File: src/logic/ppid_params.svh
// Constants for the paged port and identification registers and their link controller.
// Assumes inclusion by bare name from every design file that needs them.
`ifndef PPID_PARAMS_SVH
`define PPID_PARAMS_SVH

`define PPID_CLK_MHZ 200
`define PPID_FILT_NS 1000
`define PPID_FILT_CYCLES ((`PPID_FILT_NS * `PPID_CLK_MHZ + 999) / 1000)

`define PPID_ADDR_EVENT 4'h5
`define PPID_ADDR_SELECT 4'h7
`define PPID_WIN_STAT0 4'h8
`define PPID_WIN_STAT1 4'h9
`define PPID_WIN_COMPL 4'h8
`define PPID_WIN_MAKER_HI 4'hA
`define PPID_WIN_MAKER_MID 4'hB
`define PPID_WIN_MAKER_LO 4'hC
`define PPID_WIN_PROD_HI 4'hD
`define PPID_WIN_PROD_MID 4'hE
`define PPID_WIN_PROD_LO 4'hF
`define PPID_WIN_BIT 3

`define PPID_PAGE_PORT 3'h0
`define PPID_PAGE_IDENT 3'h1
`define PPID_PAGE_TEST 3'h7
`define PPID_PAGE_LSB 5
`define PPID_PORT_LSB 0

`define PPID_BIT_DISABLE 7
`define PPID_BIT_FAULT 4
`define PPID_BIT_ENABLE 3
`define PPID_BIT_EVENT 2

`define PPID_COMPLIANCE 8'h01
`define PPID_RST_PAGE 3'h0
`define PPID_RST_PORT 4'h0

`define PPID_AXI_CMD 32'h0000_0000
`define PPID_AXI_STATUS 32'h0000_0004
`define PPID_AXI_ADDR_MASK 32'h0000_00FC
`define PPID_RESP_OKAY 2'h0
`define PPID_RESP_SLVERR 2'h2

`endif

File: src/logic/ppid_pkg.sv
// Types shared by the two ends of the PHY register link.
// Assumes nothing of its surroundings.
package ppid_pkg;

  typedef logic [7:0] ppid_byte_type;
  typedef logic [3:0] ppid_addr_type;

  typedef enum logic [2:0] {
    PPID_IDLE = 3'b001,
    PPID_REQ = 3'b010,
    PPID_WAIT = 3'b100
  } ppid_state_type;

endpackage

File: src/logic/ppid_link_if.sv
// Register access link between the link controller and the PHY register bank.
// Assumes both ends run on the same clock.
`timescale 1ns/1ps
interface ppid_link_if;
  logic req;
  logic wr;
  ppid_pkg::ppid_addr_type addr;
  ppid_pkg::ppid_byte_type wdata;
  logic ack;
  ppid_pkg::ppid_byte_type rdata;

  modport phy (
    input req,
    input wr,
    input addr,
    input wdata,
    output ack,
    output rdata
  );

  modport link (
    output req,
    output wr,
    output addr,
    output wdata,
    input ack,
    input rdata
  );
endinterface

File: src/logic/ppid_phy_end.sv
// PHY end: selector register, port status page, identification page and port event flag.
// Assumes line status inputs are synchronous to SYS_CLK_IN and the link obeys page rules.
`timescale 1ns/1ps
`include "ppid_params.svh"

module ppid_phy_end #(
  parameter int NUM_PORTS = 3,
  parameter int FILT_CYCLES = `PPID_FILT_CYCLES,
  // Arbitrary value.
  parameter logic [23:0] MAKER_ID = 24'h12_3456,
  // Arbitrary value.
  parameter logic [23:0] PRODUCT_IDENTIFIER = 24'h00_AB01
) (
  // Clock and reset.
  input wire logic SYS_CLK_IN,
  input wire logic RSTN_IN,
  // Register link from the link controller.
  ppid_link_if.phy LINK_IF,
  // Per-port status from the cable circuits.
  input wire logic [2*NUM_PORTS-1:0] TPA_STATE_IN,
  input wire logic [2*NUM_PORTS-1:0] TPB_STATE_IN,
  input wire logic [NUM_PORTS-1:0] CHILD_IN,
  input wire logic CHILD_VALID_IN,
  input wire logic [NUM_PORTS-1:0] CONN_RAW_IN,
  input wire logic [NUM_PORTS-1:0] BIAS_RAW_IN,
  input wire logic [3*NUM_PORTS-1:0] SPEED_IN,
  input wire logic [NUM_PORTS-1:0] FAULT_SET_IN,
  input wire logic [NUM_PORTS-1:0] DISABLE_STRAP_IN,
  // Port control and status outputs.
  output logic [NUM_PORTS-1:0] PORT_DISABLE_OUT,
  output logic [NUM_PORTS-1:0] PORT_CONN_OUT,
  output logic PORT_EVENT_OUT
);
  import ppid_pkg::*;

  localparam int CW = $clog2(FILT_CYCLES + 1);
  localparam logic [CW-1:0] CNT_LAST = CW'(FILT_CYCLES - 1);

  logic [2:0] page_r;
  logic [3:0] port_sel_r;
  logic [NUM_PORTS-1:0] dis_r;
  logic [NUM_PORTS-1:0] en_r;
  logic [NUM_PORTS-1:0] fault_r;
  logic [NUM_PORTS-1:0] conn_r;
  logic [NUM_PORTS-1:0] bias_r;
  logic [NUM_PORTS-1:0] dis_d_r;
  logic [NUM_PORTS-1:0] fault_d_r;
  logic [NUM_PORTS-1:0] conn_d_r;
  logic [NUM_PORTS-1:0] bias_d_r;
  logic [CW-1:0] conn_cnt_r [NUM_PORTS];
  logic [CW-1:0] bias_cnt_r [NUM_PORTS];
  logic strap_done_r;
  logic event_r;
  logic [NUM_PORTS-1:0] port_hot;
  logic [NUM_PORTS-1:0] changed;
  ppid_byte_type stat0;
  ppid_byte_type stat1;
  logic wr_select;
  logic wr_stat0;
  logic wr_stat1;
  logic wr_event;

  // Matches a write request to one register address.
  function automatic logic wr_hit(input logic req, input logic wr, input ppid_addr_type a,
                                  input ppid_addr_type want);
    wr_hit = req && wr && (a == want);
  endfunction

  // Read data for any address, window contents chosen by the page.
  function automatic ppid_byte_type reg_read(input logic [2:0] page, input ppid_addr_type a,
                                             input ppid_byte_type s0, input ppid_byte_type s1,
                                             input logic [3:0] port, input logic evt);
    reg_read = 8'h00;
    if (a == `PPID_ADDR_SELECT) begin
      reg_read = {page, 1'b0, port};
    end else if (a == `PPID_ADDR_EVENT) begin
      reg_read[`PPID_BIT_EVENT] = evt;
    end else if (a[`PPID_WIN_BIT]) begin
      case (page)
        `PPID_PAGE_PORT: begin
          if (a == `PPID_WIN_STAT0) begin
            reg_read = s0;
          end else if (a == `PPID_WIN_STAT1) begin
            reg_read = s1;
          end
        end
        `PPID_PAGE_IDENT: begin
          case (a)
            `PPID_WIN_COMPL: reg_read = `PPID_COMPLIANCE;
            `PPID_WIN_MAKER_HI: reg_read = MAKER_ID[23:16];
            `PPID_WIN_MAKER_MID: reg_read = MAKER_ID[15:8];
            `PPID_WIN_MAKER_LO: reg_read = MAKER_ID[7:0];
            `PPID_WIN_PROD_HI: reg_read = PRODUCT_IDENTIFIER[23:16];
            `PPID_WIN_PROD_MID: reg_read = PRODUCT_IDENTIFIER[15:8];
            `PPID_WIN_PROD_LO: reg_read = PRODUCT_IDENTIFIER[7:0];
            default: reg_read = 8'h00;
          endcase
        end
        default: reg_read = 8'h00;
      endcase
    end
  endfunction

  // Builds the status bytes of the port named by the port selector.
  always_comb begin
    port_hot = '0;
    stat0 = 8'h00;
    stat1 = 8'h00;
    for (int i = 0; i < NUM_PORTS; i++) begin
      port_hot[i] = (port_sel_r == 4'(i));
      if (port_hot[i]) begin
        stat0[`PPID_BIT_DISABLE] = dis_r[i];
        stat0[6] = bias_r[i];
        stat0[5] = conn_r[i];
        stat0[4] = CHILD_IN[i] & CHILD_VALID_IN;
        stat0[3:2] = TPB_STATE_IN[2*i +: 2];
        stat0[1:0] = TPA_STATE_IN[2*i +: 2];
        stat1[`PPID_BIT_FAULT] = fault_r[i];
        stat1[`PPID_BIT_ENABLE] = en_r[i];
        stat1[2:0] = SPEED_IN[3*i +: 3];
      end
    end
  end

  assign wr_select = wr_hit(LINK_IF.req, LINK_IF.wr, LINK_IF.addr, `PPID_ADDR_SELECT);
  assign wr_event = wr_hit(LINK_IF.req, LINK_IF.wr, LINK_IF.addr, `PPID_ADDR_EVENT);
  assign wr_stat0 = wr_hit(LINK_IF.req, LINK_IF.wr, LINK_IF.addr, `PPID_WIN_STAT0)
                    && (page_r == `PPID_PAGE_PORT);
  assign wr_stat1 = wr_hit(LINK_IF.req, LINK_IF.wr, LINK_IF.addr, `PPID_WIN_STAT1)
                    && (page_r == `PPID_PAGE_PORT);
  assign changed = (conn_r ^ conn_d_r) | (bias_r ^ bias_d_r) | (dis_r ^ dis_d_r)
                   | (fault_r ^ fault_d_r);

  // Page and port selector register.
  always_ff @(posedge SYS_CLK_IN) begin
    if (!RSTN_IN) begin
      page_r <= `PPID_RST_PAGE;
      port_sel_r <= `PPID_RST_PORT;
    end else if (wr_select) begin
      page_r <= LINK_IF.wdata[`PPID_PAGE_LSB +: 3];
      port_sel_r <= LINK_IF.wdata[`PPID_PORT_LSB +: 4];
    end
  end

  // Hysteresis filters: a new level is taken only after it holds steadily.
  always_ff @(posedge SYS_CLK_IN) begin
    if (!RSTN_IN) begin
      conn_r <= '0;
      bias_r <= '0;
      for (int i = 0; i < NUM_PORTS; i++) begin
        conn_cnt_r[i] <= '0;
        bias_cnt_r[i] <= '0;
      end
    end else begin
      for (int i = 0; i < NUM_PORTS; i++) begin
        if (CONN_RAW_IN[i] == conn_r[i]) begin
          conn_cnt_r[i] <= '0;
        end else if (conn_cnt_r[i] == CNT_LAST) begin
          conn_r[i] <= CONN_RAW_IN[i];
          conn_cnt_r[i] <= '0;
        end else begin
          conn_cnt_r[i] <= conn_cnt_r[i] + 1'b1;
        end
        if (BIAS_RAW_IN[i] == bias_r[i]) begin
          bias_cnt_r[i] <= '0;
        end else if (bias_cnt_r[i] == CNT_LAST) begin
          bias_r[i] <= BIAS_RAW_IN[i];
          bias_cnt_r[i] <= '0;
        end else begin
          bias_cnt_r[i] <= bias_cnt_r[i] + 1'b1;
        end
      end
    end
  end

  // Per-port writable bits; the strap is loaded once after reset release.
  always_ff @(posedge SYS_CLK_IN) begin
    if (!RSTN_IN) begin
      strap_done_r <= 1'b0;
      dis_r <= '0;
      en_r <= '0;
      fault_r <= '0;
    end else begin
      strap_done_r <= 1'b1;
      for (int i = 0; i < NUM_PORTS; i++) begin
        if (!strap_done_r) begin
          dis_r[i] <= DISABLE_STRAP_IN[i];
        end else if (wr_stat0 && port_hot[i]) begin
          dis_r[i] <= LINK_IF.wdata[`PPID_BIT_DISABLE];
        end
        if (wr_stat1 && port_hot[i]) begin
          en_r[i] <= LINK_IF.wdata[`PPID_BIT_ENABLE];
        end
        if (FAULT_SET_IN[i]) begin
          fault_r[i] <= 1'b1;
        end else if (wr_stat1 && port_hot[i] && LINK_IF.wdata[`PPID_BIT_FAULT]) begin
          fault_r[i] <= 1'b0;
        end
      end
    end
  end

  // Change detection and the global port event flag.
  always_ff @(posedge SYS_CLK_IN) begin
    if (!RSTN_IN) begin
      conn_d_r <= '0;
      bias_d_r <= '0;
      dis_d_r <= '0;
      fault_d_r <= '0;
      event_r <= 1'b0;
    end else begin
      conn_d_r <= conn_r;
      bias_d_r <= bias_r;
      dis_d_r <= dis_r;
      fault_d_r <= fault_r;
      if (|(en_r & changed & {NUM_PORTS{strap_done_r}})) begin
        event_r <= 1'b1;
      end else if (wr_event && LINK_IF.wdata[`PPID_BIT_EVENT]) begin
        event_r <= 1'b0;
      end
    end
  end

  // Answers each request one cycle later; writes read back zero.
  always_ff @(posedge SYS_CLK_IN) begin
    if (!RSTN_IN) begin
      LINK_IF.ack <= 1'b0;
      LINK_IF.rdata <= 8'h00;
    end else begin
      LINK_IF.ack <= LINK_IF.req;
      if (LINK_IF.req && !LINK_IF.wr) begin
        LINK_IF.rdata <= reg_read(page_r, LINK_IF.addr, stat0, stat1, port_sel_r, event_r);
      end else begin
        LINK_IF.rdata <= 8'h00;
      end
    end
  end

  assign PORT_DISABLE_OUT = dis_r;
  assign PORT_CONN_OUT = conn_r;
  assign PORT_EVENT_OUT = event_r;

endmodule

File: src/flat_wrapper.sv
// flat-port wrapper written by rule: the top's interface ports become plain ports
module ppid_phy_end_flat import ppid_pkg::*;
#(
  parameter int NUM_PORTS = 3,
  parameter int FILT_CYCLES = `PPID_FILT_CYCLES,
                     
  parameter logic [23:0] MAKER_ID = 24'h12_3456,
                     
  parameter logic [23:0] PRODUCT_IDENTIFIER = 24'h00_AB01
)
  (SYS_CLK_IN, RSTN_IN, TPA_STATE_IN, TPB_STATE_IN, CHILD_IN, CHILD_VALID_IN, CONN_RAW_IN, BIAS_RAW_IN, SPEED_IN, FAULT_SET_IN, DISABLE_STRAP_IN, PORT_DISABLE_OUT, PORT_CONN_OUT, PORT_EVENT_OUT, LINK_IF_req, LINK_IF_wr, LINK_IF_addr, LINK_IF_wdata, LINK_IF_ack, LINK_IF_rdata);
  ppid_link_if LINK_IF_i ();
  input wire logic SYS_CLK_IN;
  input wire logic RSTN_IN;
  input wire logic [2*NUM_PORTS-1:0] TPA_STATE_IN;
  input wire logic [2*NUM_PORTS-1:0] TPB_STATE_IN;
  input wire logic [NUM_PORTS-1:0] CHILD_IN;
  input wire logic CHILD_VALID_IN;
  input wire logic [NUM_PORTS-1:0] CONN_RAW_IN;
  input wire logic [NUM_PORTS-1:0] BIAS_RAW_IN;
  input wire logic [3*NUM_PORTS-1:0] SPEED_IN;
  input wire logic [NUM_PORTS-1:0] FAULT_SET_IN;
  input wire logic [NUM_PORTS-1:0] DISABLE_STRAP_IN;
  output logic [NUM_PORTS-1:0] PORT_DISABLE_OUT;
  output logic [NUM_PORTS-1:0] PORT_CONN_OUT;
  output logic PORT_EVENT_OUT;
  input wire logic [$bits(LINK_IF_i.req)-1:0] LINK_IF_req;
  input wire logic [$bits(LINK_IF_i.wr)-1:0] LINK_IF_wr;
  input wire logic [$bits(LINK_IF_i.addr)-1:0] LINK_IF_addr;
  input wire logic [$bits(LINK_IF_i.wdata)-1:0] LINK_IF_wdata;
  output wire logic [$bits(LINK_IF_i.ack)-1:0] LINK_IF_ack;
  output wire logic [$bits(LINK_IF_i.rdata)-1:0] LINK_IF_rdata;
  assign LINK_IF_i.req = LINK_IF_req;
  assign LINK_IF_i.wr = LINK_IF_wr;
  assign LINK_IF_i.addr = LINK_IF_addr;
  assign LINK_IF_i.wdata = LINK_IF_wdata;
  assign LINK_IF_ack = LINK_IF_i.ack;
  assign LINK_IF_rdata = LINK_IF_i.rdata;
  ppid_phy_end #(.NUM_PORTS(NUM_PORTS), .FILT_CYCLES(FILT_CYCLES), .MAKER_ID(MAKER_ID), .PRODUCT_IDENTIFIER(PRODUCT_IDENTIFIER)) u_core (.SYS_CLK_IN(SYS_CLK_IN), .RSTN_IN(RSTN_IN), .LINK_IF(LINK_IF_i), .TPA_STATE_IN(TPA_STATE_IN), .TPB_STATE_IN(TPB_STATE_IN), .CHILD_IN(CHILD_IN), .CHILD_VALID_IN(CHILD_VALID_IN), .CONN_RAW_IN(CONN_RAW_IN), .BIAS_RAW_IN(BIAS_RAW_IN), .SPEED_IN(SPEED_IN), .FAULT_SET_IN(FAULT_SET_IN), .DISABLE_STRAP_IN(DISABLE_STRAP_IN), .PORT_DISABLE_OUT(PORT_DISABLE_OUT), .PORT_CONN_OUT(PORT_CONN_OUT), .PORT_EVENT_OUT(PORT_EVENT_OUT));
endmodule
File: config.mk
export PLATFORM = sky130hd
export DESIGN_NAME = ppid_phy_end_flat
export DESIGN_NICKNAME = d
export VERILOG_FILES = /design/src/logic/ppid_pkg.sv /design/src/logic/ppid_link_if.sv /design/src/logic/ppid_phy_end.sv /design/src/flat_wrapper.sv
export VERILOG_INCLUDE_DIRS = /design/src /design/src/logic
export SDC_FILE = /design/constraint.sdc
export NUM_CORES = 1
export LEC_CHECK = 0
export ABC_AREA = 1
export ABC_CLOCK_PERIOD_IN_PS = 1500
export BUFFER_PORTS_ARGS = -buffer_cell sky130_fd_sc_hd__buf_2
export CAP_MARGIN = 0
export CORE_MARGIN = 3
export CORE_UTILIZATION = 52
export DETAILED_ROUTE_END_ITERATION = 8
export PLACE_DENSITY = 0.76
export SLEW_MARGIN = 20
export SYNTH_ARGS = -nofsm -noshare
export SYNTH_HDL_FRONTEND = slang
export SYNTH_SLANG_ARGS = --single-unit
File: constraint.sdc
create_clock -name SYS_CLK_IN -period 1.5 [get_ports SYS_CLK_IN]
set_clock_uncertainty 0.15 [all_clocks]
set_input_delay 0.225 -clock SYS_CLK_IN [delete_from_list [all_inputs] [get_ports SYS_CLK_IN]]
set_output_delay 0.225 -clock SYS_CLK_IN [all_outputs]
set_load 0.02 [all_outputs]
==> flow_metrics.py, run 1 <==
metrics = {
    "outcome": {
        "status": "finished, violations left",
        "violations": "setup timing",
    },
    "clock_network": {
        "worstSkewPairLatency_ns": 0.37,
        "cts.sinks": 93,
        "tritoncts": "done",
        "clock-root-buffer": "clkbuf_8",
        "path_clk_slew_ns": 0.09,
        "cts_buffer_depth": 2,
        "htree_num_levels": 3,
        "cts-buffers-inserted": 9,
    },
    "routing": {
        "drtIter0Drc": 281,
        "via_per_inst": 5.139,
        "drt_pre_antenna_iters": 7,
        "routedWlPerCell_um": 14.22,
        "post-route-drc-count": 0,
        "drtAntennaViolNets": 0,
        "vias": 5185,
        "drt_wl_total_um": 14350,
    },
    "final_layout": {
        "final_util_pct": 80.53,
        "finalNetCount": 937,
        "drive_gt1_share_pct": 37.15,
        "multiInputGateArea_um2": 2882,
        "seq_area_um2": 2357,
        "syn_to_final_growth_pct": 46.25,
        "fillCellCount": 551,
        "n_antenna_cell": 0,
    },
    "timing": {
        "setup_viol": 50,
        "post-route-period-util_pct": 109.8,
        "hold_slack_ns": 0.001521,
        "fmax_mhz": 607.4,
        "fin_crit_ns": 1.646,
        "rsz0062_at_grt": "true",
        "worst_slack_ns": -0.1463,
        "drv_slew": 0,
        "finalHoldViolations": 0,
    },
    "global_route": {
        "antenna_found_initial": 0,
        "grt_start_max_net_pins": 20,
        "grt_pass1_wl_um": 20270,
        "grt_pass1_vias": 4666,
        "overflow": 0,
        "grt_use_total_pct": 24.00,
    },
    "setup_path": {
        "cpPeakStageDelay_ns": 0.39,
        "setup.worst_path.start_class": "register",
        "critPathMaxFanout": 6,
        "crit_type": "register to register",
        "required_ns": 1.48,
        "reg2reg_to": "u_core.conn_cnt_r[0][5]",
        "r2r_setup_slack_ns": -0.15,
        "crit_start": "u_core.conn_cnt_r[0][0]",
        "cp_common_cell": "nor2_4",
        "worstPathCellList": "ha_2 -> nand2_2 -> inv_2 -> nand3_4 -> nor2_4 -> nor2_4 -> inv_4 -> nor2_1 -> nand2_1 -> inv_1",
        "cp-end-kind": "register",
        "cp_slowest_cell": "edfxtp_1",
        "r2r_cells": 10,
        "r2r-start": "u_core.conn_cnt_r[0][0]",
        "cp.arrival_ns": 1.63,
    },
    "worst_hold_path": {
        "hold-path-cell-count": 3,
        "hold_end": "u_core.PORT_CONN_OUT[2]",
        "hold_start": "CONN_RAW_IN[2]",
        "hold_path.class": "input pin to register",
    },
    "power_and_ir_drop": {
        "power.internal_mw": 3.894,
        "p_leak_nw": 3.440,
        "power_frac_comb_pct": 14.2,
        "vdd_drop_max_mv": 0.6580,
        "clkPwrFrac_pct": 32.0,
        "sw_frac_of_total_pct": 27.09,
        "power.net_switching_mw": 1.447,
        "power_frac_seq_pct": 53.9,
        "powerDensity_nw_per_um2": 738.9,
    },
    "floorplanning": {
        "ios": 69,
        "die_h_um": 103.5,
        "start_util_pct": 55.06,
        "core_um2": 8976,
        "dieArea_um2": 10710,
        "num_rows": 34,
        "die_x_um": 103.5,
    },
    "place": {
        "gp_congestion": 0.9401,
        "dp_hpwl_um": 9090,
        "pre_cts_ws_ns": -0.1899,
        "portBuffers": 68,
    },
    "synthesis": {
        "seq_area_frac_synth_pct": 47.39,
        "yosysUniqueCellTypes": 36,
        "synth_edf_count": 48,
        "synth_area_um2": 4942,
        "syn_area_per_cell_um2": 7.477,
        "yosys_most_used_dff": "edfxtp_1",
        "async_flop_share_pct": 0,
        "synth_cells": 661,
        "yosys_warnings": 0,
        "synth_seq_cells": 93,
    },
    "run": {
        "cap_violations": 0,
    },
}
==> cells by family (layout without fill, tap and decap cells) <==
| logic type | Yosys count | after routing | share of synthesized area, % |
|---|---|---|---|
| AO/OA/AOI/OAI | 85 | 85 | 8.962 |
| XOR/XNOR | 12 | 12 | 2.127 |
| adder cells (fa/ha/maj) | 6 | 6 | 1.519 |
| buffers and inverters | 117 | 292 | 9.266 |
| flip-flops | 93 | 93 | 47.39 |
| other | 1 | 48 | 0.07588 |
| AND/OR/NAND/NOR | 347 | 347 | 30.66 |
==> cells in the final DEF (no fill, tap or decap), drive strengths merged, types with 2 or more instances in the layout <==
master and count:
dlygate4sd3 5, edfxtp 48, clkinvlp 3, ha 6, xnor2 2, nand3b 2
nand2 161, nor4 2, nand4 7, a21oi 33, nor3 16, a31oi 2
o22ai 4, conb 48, o21ai 42, buf 164, clkbuf 12, nor2 92
nor3b 9, or2 4, dfxtp 45, xor2 10, nand3 53, inv 107
==> sequential cells by signal, indices dropped and copies added, names as in the netlist <==
| name | flops |
|---|---|
| u_core.LINK_IF.ack | 1 |
| u_core.fault_d_r | 3 |
| u_core.en_r | 3 |
| u_core.conn_d_r | 3 |
| u_core.fault_r | 3 |
| u_core.PORT_DISABLE_OUT | 3 |
| u_core.strap_done_r | 1 |
| u_core.conn_cnt_r | 24 |
| u_core.page_r | 3 |
| u_core.bias_d_r | 3 |
| u_core.LINK_IF.rdata | 8 |
| u_core.bias_cnt_r | 24 |
| u_core.bias_r | 3 |
| u_core.dis_d_r | 3 |
| u_core.PORT_EVENT_OUT | 1 |
| u_core.port_sel_r | 4 |
| u_core.PORT_CONN_OUT | 3 |
==> worst max-delay path by stage <==
stage / endpoint / slack [ns] / depth (start not counted)
5_1_grt: u_core.conn_cnt_r[0][5] / -0.21 / 10
3_3_place_gp: u_core.LINK_IF.rdata[0] / -0.16 / 9
2_1_floorplan: u_core.conn_cnt_r[0][5] / -0.02 / 10
4_1_cts: u_core.bias_cnt_r[2][5] / -0.14 / 8
3_5_place_dp: u_core.fault_r[0] / -0.19 / 6
6_report: u_core.conn_cnt_r[0][5] / -0.15 / 10
==> critical path, delay by kind of cell, from the launching register on <==
family | cells | cell delay, ns
simple gates | 6 | 0.45
flops | 1 | 0.39
buf+inv | 3 | 0.22
fa+ha+maj | 1 | 0.21
==> layout make-up <==
class | instances | area share [%]
Sequential cell | 93 | 32.61
Timing Repair Buffer | 170 | 17.07
Inverter | 106 | 5.608
Multi-Input combinational cell | 498 | 39.86
Clock inverter | 5 | 0.8482
Clock buffer | 11 | 1.818
Tap cell | 126 | 2.181
==> power groups by stage <==
stage / clock network [mW] / registers, mW / logic (mW)
finish: 1.71 / 2.88 / 0.756
detailed placement: 0 / 2.92 / 0.559
global placement: 0 / 2.91 / 0.541
floorplan: 0 / 2.91 / 0.320
CTS: 1.70 / 2.86 / 0.640
global route: 1.81 / 2.89 / 0.828
==> metrics by stage <==
step	std cells	instance area, um2	setup TNS (ns)	total power, mW
5_1_grt	1009	7228	-7.554	5.527
4_1_cts	994	6666	-2.018	5.197
2_1_floorplan	708	5191	-0.05188	3.233
6_report	1009	7228	-3.746	5.341
3_3_place_gp	953	6113	-2.824	3.452
3_5_place_dp	953	6113	-5.257	3.478
==> synthesized netlist by cell type, drive strengths merged, types with 6 or more instances <==
cell type,number,area share [%]
nand2,161,12
inv,106,8.1
nor2,92,7.7
nand3,53,5.4
edfxtp,48,29
dfxtp,45,18
o21ai,42,4.3
a21oi,33,3.3
nor3,16,1.7
xor2,10,1.8
nor3b,9,1.4
nand4,7,0.89
buf,6,0.84
ha,6,1.5
==> metal layers <==
metal	GRT usage [%]	part of all wire (%)	up-vias
met4	9.163	2.2	0
met1	29.39	39	2402
met3	4.359	7.5	35
met2	41.96	51	235
li1	-	-	2513
met5	0	0	-
==> what timing repair did <==
action | CTS | global route
endpoints found under the setup margin | 59 | 70
hold endpoints to repair | 5 | 0
gates cloned | 0 | 2
resized for setup | 52 | 123
hold buffers | 5 | 0
buffers inserted | 21 | 16
pin swaps | 23 | 49
Note: power is estimated with default switching activity, not from simulation.
==> inputs of run 2 (changes only) <==
Settings changed: ABC_AREA 1 to default, GPL_TIMING_DRIVEN from default to 0.
==> flow_metrics.py, run 2 <==
metrics = {
    "timing": {
        "worst_slack_ns": -0.1895,
        "finalHoldViolations": 0,
        "setup_viol": 46,
        "post-route-period-util_pct": 112.6,
        "rsz0062_at_grt": "true",
        "drv_slew": 0,
        "fin_setup_tns_ns": -3.737,
        "fmax_mhz": 591.9,
        "fin_crit_ns": 1.690,
    },
    "clock_network": {
        "tritoncts": "done",
        "worstSkewPairLatency_ns": 0.35,
        "clock-root-buffer": "clkbuf_8",
        "path_clk_slew_ns": 0.09,
        "cts_buffer_depth": 2,
        "htree_num_levels": 3,
        "cts-buffers-inserted": 9,
        "cts.sinks": 93,
    },
    "synthesis": {
        "synth_edf_count": 48,
        "synth_seq_cells": 93,
        "yosys_most_used_dff": "edfxtp_1",
        "yosysTopAreaCell": "edfxtp_1",
        "post-synth-top-count-cell": "nor2_1",
        "seq_area_frac_synth_pct": 48.74,
        "synth-xor-area-share_pct": 9.841,
        "synth_area_um2": 4806,
        "async_flop_share_pct": 0,
        "synth-simple-area-share_pct": 22.91,
        "synth_cells": 473,
        "synth_mux_area_share_pct": 4.816,
        "synthTopCellsByArea": "edfxtp_1, dfxtp_1, xor2_1",
        "synth_compound_area_share_pct": 8.774,
        "synth_fa_ha_area_share_pct": 1.562,
        "yosysTopAreaCellShare_pct": 29.99,
        "yosysUniqueCellTypes": 59,
        "yosys_warnings": 0,
        "synth_top_family_by_area": "simple AND/OR/NAND/NOR gates",
        "syn_area_per_cell_um2": 10.16,
        "synthTopCellsByCount": "nor2_1, edfxtp_1, dfxtp_1",
    },
    "routing": {
        "via_per_inst": 5.477,
        "routedWlPerCell_um": 15.75,
        "drtAntennaViolNets": 0,
        "vias": 4119,
        "drt_wl_total_um": 11850,
        "drt_pre_antenna_iters": 5,
        "drtIter0Drc": 206,
        "post-route-drc-count": 0,
    },
    "floorplanning": {
        "die_x_um": 102.1,
        "num_rows": 34,
        "die_h_um": 102.1,
        "start_util_pct": 54.31,
        "core_um2": 8848,
        "dieArea_um2": 10430,
        "ios": 69,
    },
    "worst_hold_path": {
        "hold_path.class": "input pin to register",
    },
    "setup_path": {
        "setup.worst_path.start_class": "register",
        "cp-end-kind": "register",
        "cp.buffers_inverters": 0,
        "crit_type": "register to register",
        "required_ns": 1.59,
        "cp_slowest_cell": "or4b_4",
        "cpPeakStageDelay_ns": 0.56,
        "critPathMaxFanout": 9,
        "worstPathCellList": "or4b_4 -> o221ai_2 -> a2bb2oi_1 -> o32ai_1",
        "cp.arrival_ns": 1.78,
        "crit_family": "simple AND/OR/NAND/NOR gates",
    },
    "power_and_ir_drop": {
        "powerDensity_nw_per_um2": 776.3,
        "power_frac_comb_pct": 11.3,
        "power_frac_seq_pct": 56.0,
        "clkPwrFrac_pct": 32.6,
        "total_power_mw": 5.164,
        "sw_frac_of_total_pct": 24.76,
        "power.internal_mw": 3.886,
        "p_leak_nw": 2.630,
        "power.net_switching_mw": 1.279,
        "vdd_drop_max_mv": 0.5323,
    },
    "final_layout": {
        "syn_to_final_growth_pct": 38.43,
        "seq_area_um2": 2364,
        "final_cell_mix": "buf_2, edfxtp_1, conb_1, buf_4, dfxtp_1",
        "n_antenna_cell": 0,
        "multiInputGateArea_um2": 3005,
        "finalNetCount": 698,
        "drive_gt1_share_pct": 36.02,
        "top_regs": "u_core.bias_cnt_r x24, u_core.conn_cnt_r x24, u_core.LINK_IF.rdata x8",
        "fillCellCount": 607,
        "layout_commonest_cell": "buf_2",
        "final_cells": 752,
    },
    "global_route": {
        "overflow": 0,
        "met2_usage_pct": 36.83,
        "grt_use_total_pct": 22.07,
        "grt.busiest_layer": "met2",
        "met3_usage_pct": 4.027,
        "met1_usage_pct": 28.68,
        "antenna_found_initial": 0,
        "grt_start_max_net_pins": 16,
        "grt_pass1_vias": 3996,
        "grt_pass1_wl_um": 18170,
    },
    "place": {
        "gp_congestion": 0.9224,
        "dp.cells": 695,
        "dp_hpwl_um": 7791,
        "portBuffers": 67,
    },
    "outcome": {
        "status": "finished, violations left",
        "violations": "setup timing",
    },
    "run": {
        "cap_violations": 0,
    },
}
-- run 2: per-layer routing --
layer	wire length (um)	vias to the layer above	part of all wire (%)
met3	686	25	5.8
met1	4903	1993	41
met2	6032	126	51
li1	-	1975	-
met4	223	0	1.9
met5	0	-	0
-- run 2: final timing paths --
kind                                      startpoint                       to  slack, ns  cells past startpoint
worst max-delay path            u_core.port_sel_r[3]  u_core.LINK_IF.rdata[1]      -0.19                      4
worst min-delay path                  CONN_RAW_IN[2]  u_core.PORT_CONN_OUT[2]       0.01                      3
worst max register to register  u_core.port_sel_r[3]  u_core.LINK_IF.rdata[1]      -0.19                      4
worst min register to register     u_core.fault_r[2]      u_core.fault_d_r[2]       0.39                      1
-- run 2: logic make-up after synthesis --
kind of cell,count (synthesis)
simple gates,200
flops,93
compound gates,58
xor+xnor,54
buf+inv,38
mux,23
fa+ha+maj,6
other cells,1
-- run 2: worst register-to-register path: stages, from the launching register on --
cell and delay [ns]:
dfxtp_4 0.42, or4b_4 0.56, o221ai_2 0.19, a2bb2oi_1 0.17, o32ai_1 0.09
-- run 2: per-stage QoR --
stage                     cell area, um2  utilization, %  hold WS (ns)  worst slack, ns
after global placement              5585           63.12        0.2231          -0.3355
after detailed placement            5585           63.12        0.2249          -0.3524
after floorplan                     5115               -        0.1027          -0.1677
after global routing                6653           75.18       0.01211          -0.2848
after CTS                           6223           70.33      0.001165          -0.1990
final                               6653           75.18       0.01091          -0.1895
-- run 2: layout make-up --
class	count	area share (%)
clock buffers	13	2.238
flip-flops and latches	93	35.53
repair buffers	118	11.92
plain buffers	15	1.617
clock inverters	3	0.6959
multi-input cells	389	45.18
well taps	108	2.031
inverters	13	0.7899
-- run 2: timing repair --
item                       4_1_cts  5_1_grt
gates resized for setup         51       73
cloned                           0        1
hold endpoints to repair         8        0
pin swaps                       47       40
setup endpoints to repair       58       63
hold buffers                     8        0
buffers inserted                29       14
-- run 2: power by group through the flow --
stage | sequential [mW] | combinational [mW] | clock [mW]
3_5_place_dp | 2.94 | 0.455 | 0
6_report | 2.89 | 0.585 | 1.69
3_3_place_gp | 2.93 | 0.447 | 0
2_1_floorplan | 2.92 | 0.298 | 0
4_1_cts | 2.88 | 0.515 | 1.70
5_1_grt | 2.91 | 0.648 | 1.81
==> inputs of run 3 (changes only) <==
Settings changed: CELL_PAD_IN_SITES_DETAIL_PLACEMENT from default to 2, CELL_PAD_IN_SITES_GLOBAL_PLACEMENT from default to 2, CORE_UTILIZATION 52 to 33, PLACE_DENSITY 0.76 to default, PLACE_DENSITY_LB_ADDON from default to 0.1.
==> flow_metrics.py, run 3 (synthesis results as in run 2) <==
metrics = {
    "setup_path": {
        "critPathMaxFanout": 7,
        "required_ns": 1.57,
        "cp_slowest_cell": "or4b_4",
        "cp-end-kind": "register",
        "worstPathCellList": "or4b_4 -> o221ai_2 -> o32a_1 -> o32ai_1",
        "crit_type": "register to register",
        "cpPeakStageDelay_ns": 0.60,
        "setup.worst_path.start_class": "register",
        "cp.arrival_ns": 1.81,
    },
    "final_layout": {
        "top_regs": "u_core.bias_cnt_r x24, u_core.conn_cnt_r x24, u_core.LINK_IF.rdata x8",
        "syn_to_final_growth_pct": 40.35,
        "final_util_pct": 48.04,
        "layout_commonest_cell": "buf_2",
        "finalNetCount": 688,
        "final_cell_mix": "buf_2, edfxtp_1, conb_1, dfxtp_1, xor2_1",
        "n_antenna_cell": 0,
        "final_cell_area_um2": 6745,
        "drive_gt1_share_pct": 34.38,
        "fillCellCount": 1485,
    },
    "floorplanning": {
        "die_h_um": 126.7,
        "ios": 69,
        "die_x_um": 126.7,
        "num_rows": 43,
        "core_um2": 14040,
        "start_util_pct": 34.22,
        "dieArea_um2": 16050,
    },
    "timing": {
        "fin_crit_ns": 1.742,
        "setup_viol": 55,
        "max_slew_margin_pct": 63.02,
        "finalHoldViolations": 0,
        "fmax_mhz": 574.0,
        "rsz0062_at_grt": "true",
        "drv_slew": 0,
        "tightest_slew_ns": 0.5470,
        "post-route-period-util_pct": 116.2,
        "worst_slack_ns": -0.2423,
    },
    "global_route": {
        "overflow": 0,
        "antenna_found_initial": 0,
        "grt_pass1_vias": 4581,
        "grt_pass1_wl_um": 24310,
        "grt_use_total_pct": 19.37,
        "grt_start_max_net_pins": 17,
    },
    "routing": {
        "drtAntennaViolNets": 0,
        "post-route-drc-count": 0,
        "drtIter0Drc": 194,
        "vias": 4086,
        "drt_pre_antenna_iters": 4,
        "via_per_inst": 5.020,
        "drt_wl_total_um": 15430,
        "routedWlPerCell_um": 18.96,
    },
    "power_and_ir_drop": {
        "p_leak_nw": 2.635,
        "power_frac_comb_pct": 10.3,
        "power.net_switching_mw": 1.505,
        "power_frac_seq_pct": 48.8,
        "clkPwrFrac_pct": 40.9,
        "vdd_drop_max_mv": 0.4949,
        "powerDensity_nw_per_um2": 883.7,
        "power.internal_mw": 4.456,
        "sw_frac_of_total_pct": 25.25,
    },
    "outcome": {
        "status": "finished, violations left",
        "violations": "setup timing",
    },
    "clock_network": {
        "path_clk_slew_ns": 0.07,
        "cts-buffers-inserted": 9,
        "htree_num_levels": 3,
        "worstSkewPairLatency_ns": 0.35,
        "cts.sinks": 93,
        "cts_buffer_depth": 2,
        "tritoncts": "done",
        "clock-root-buffer": "clkbuf_16",
    },
    "worst_hold_path": {
        "hold_path.class": "input pin to register",
    },
    "run": {
        "cap_violations": 0,
    },
    "place": {
        "post_dp_cell_area_um2": 5675,
        "dp_hpwl_um": 10860,
        "pre_cts_ws_ns": -0.4268,
        "gp_congestion": 0.8317,
        "portBuffers": 67,
    },
}
-- run 3: cell types whose count changed in the layout (fill, tap and decap cells not counted), moves of 4 or more --
cell       change
buf_4         -10
nor2_4         +6
clkbuf_8       -9
clkbuf_1       -4
clkbuf_16     +11
nor2_2         -4
-- run 3: layer usage --
metal  wire length (um)  GRT usage (%)
met1               6631          23.68
met2               8327          35.68
met3                332          2.821
met4                138          4.795
met5                  0              0
-- run 3: cell type report --
cell class	instances	area [um2]	share of cell area, %
multi-input cells	389	2979	44.17
flip-flops and latches	93	2364	35.04
repair buffers	108	713.2	10.57
clock buffers	12	289.0	4.285
well taps	180	225.2	3.339
plain buffers	15	92.59	1.373
inverters	13	48.80	0.7234
clock inverters	4	33.78	0.5008
-- run 3: critical path: cells and delay by family, from the launching register on --
kind | cells | cell delay (ns)
AOI/OAI and AO/OA | 3 | 0.47
DFF | 1 | 0.38
and+or+nand+nor | 1 | 0.60
-- run 3: power groups by stage --
stage | logic (mW) | registers (mW) | clock network (mW)
after detailed placement | 0.482 | 2.95 | 0
after global placement | 0.463 | 2.94 | 0
final | 0.617 | 2.91 | 2.44
after floorplan | 0.298 | 2.92 | 0
after CTS | 0.559 | 2.90 | 2.50
after global routing | 0.687 | 2.92 | 2.61
-- run 3: metrics by stage --
step / TNS (ns) / hold slack [ns] / instances / power, mW
floorplan: -3.400 / 0.1027 / 520 / 3.217
global placement: -19.92 / 0.2278 / 767 / 3.399
detailed placement: -22.33 / 0.2288 / 767 / 3.427
CTS: -8.988 / 0.002247 / 808 / 5.955
global route: -11.54 / 0.03580 / 814 / 6.219
finish: -7.028 / 0.009256 / 814 / 5.961
-- run 3: worst paths after layout --
kind,start,endpoint,slack [ns],depth (start not counted)
max,u_core.port_sel_r[2],u_core.LINK_IF.rdata[4],-0.24,4
min,DISABLE_STRAP_IN[1],u_core.PORT_DISABLE_OUT[1],0.009,3
max reg2reg,u_core.port_sel_r[2],u_core.LINK_IF.rdata[4],-0.24,4
min reg2reg,u_core.page_r[2],u_core.LINK_IF.rdata[7],0.40,2
-- run 3: repair_timing --
item | in CTS | in global routing
hold buffers | 9 | 0
endpoints found under the setup margin | 60 | 72
pin swaps | 46 | 29
cloned | 0 | 1
hold endpoints to repair | 9 | 0
buffers inserted | 24 | 9
gates resized for setup | 55 | 58
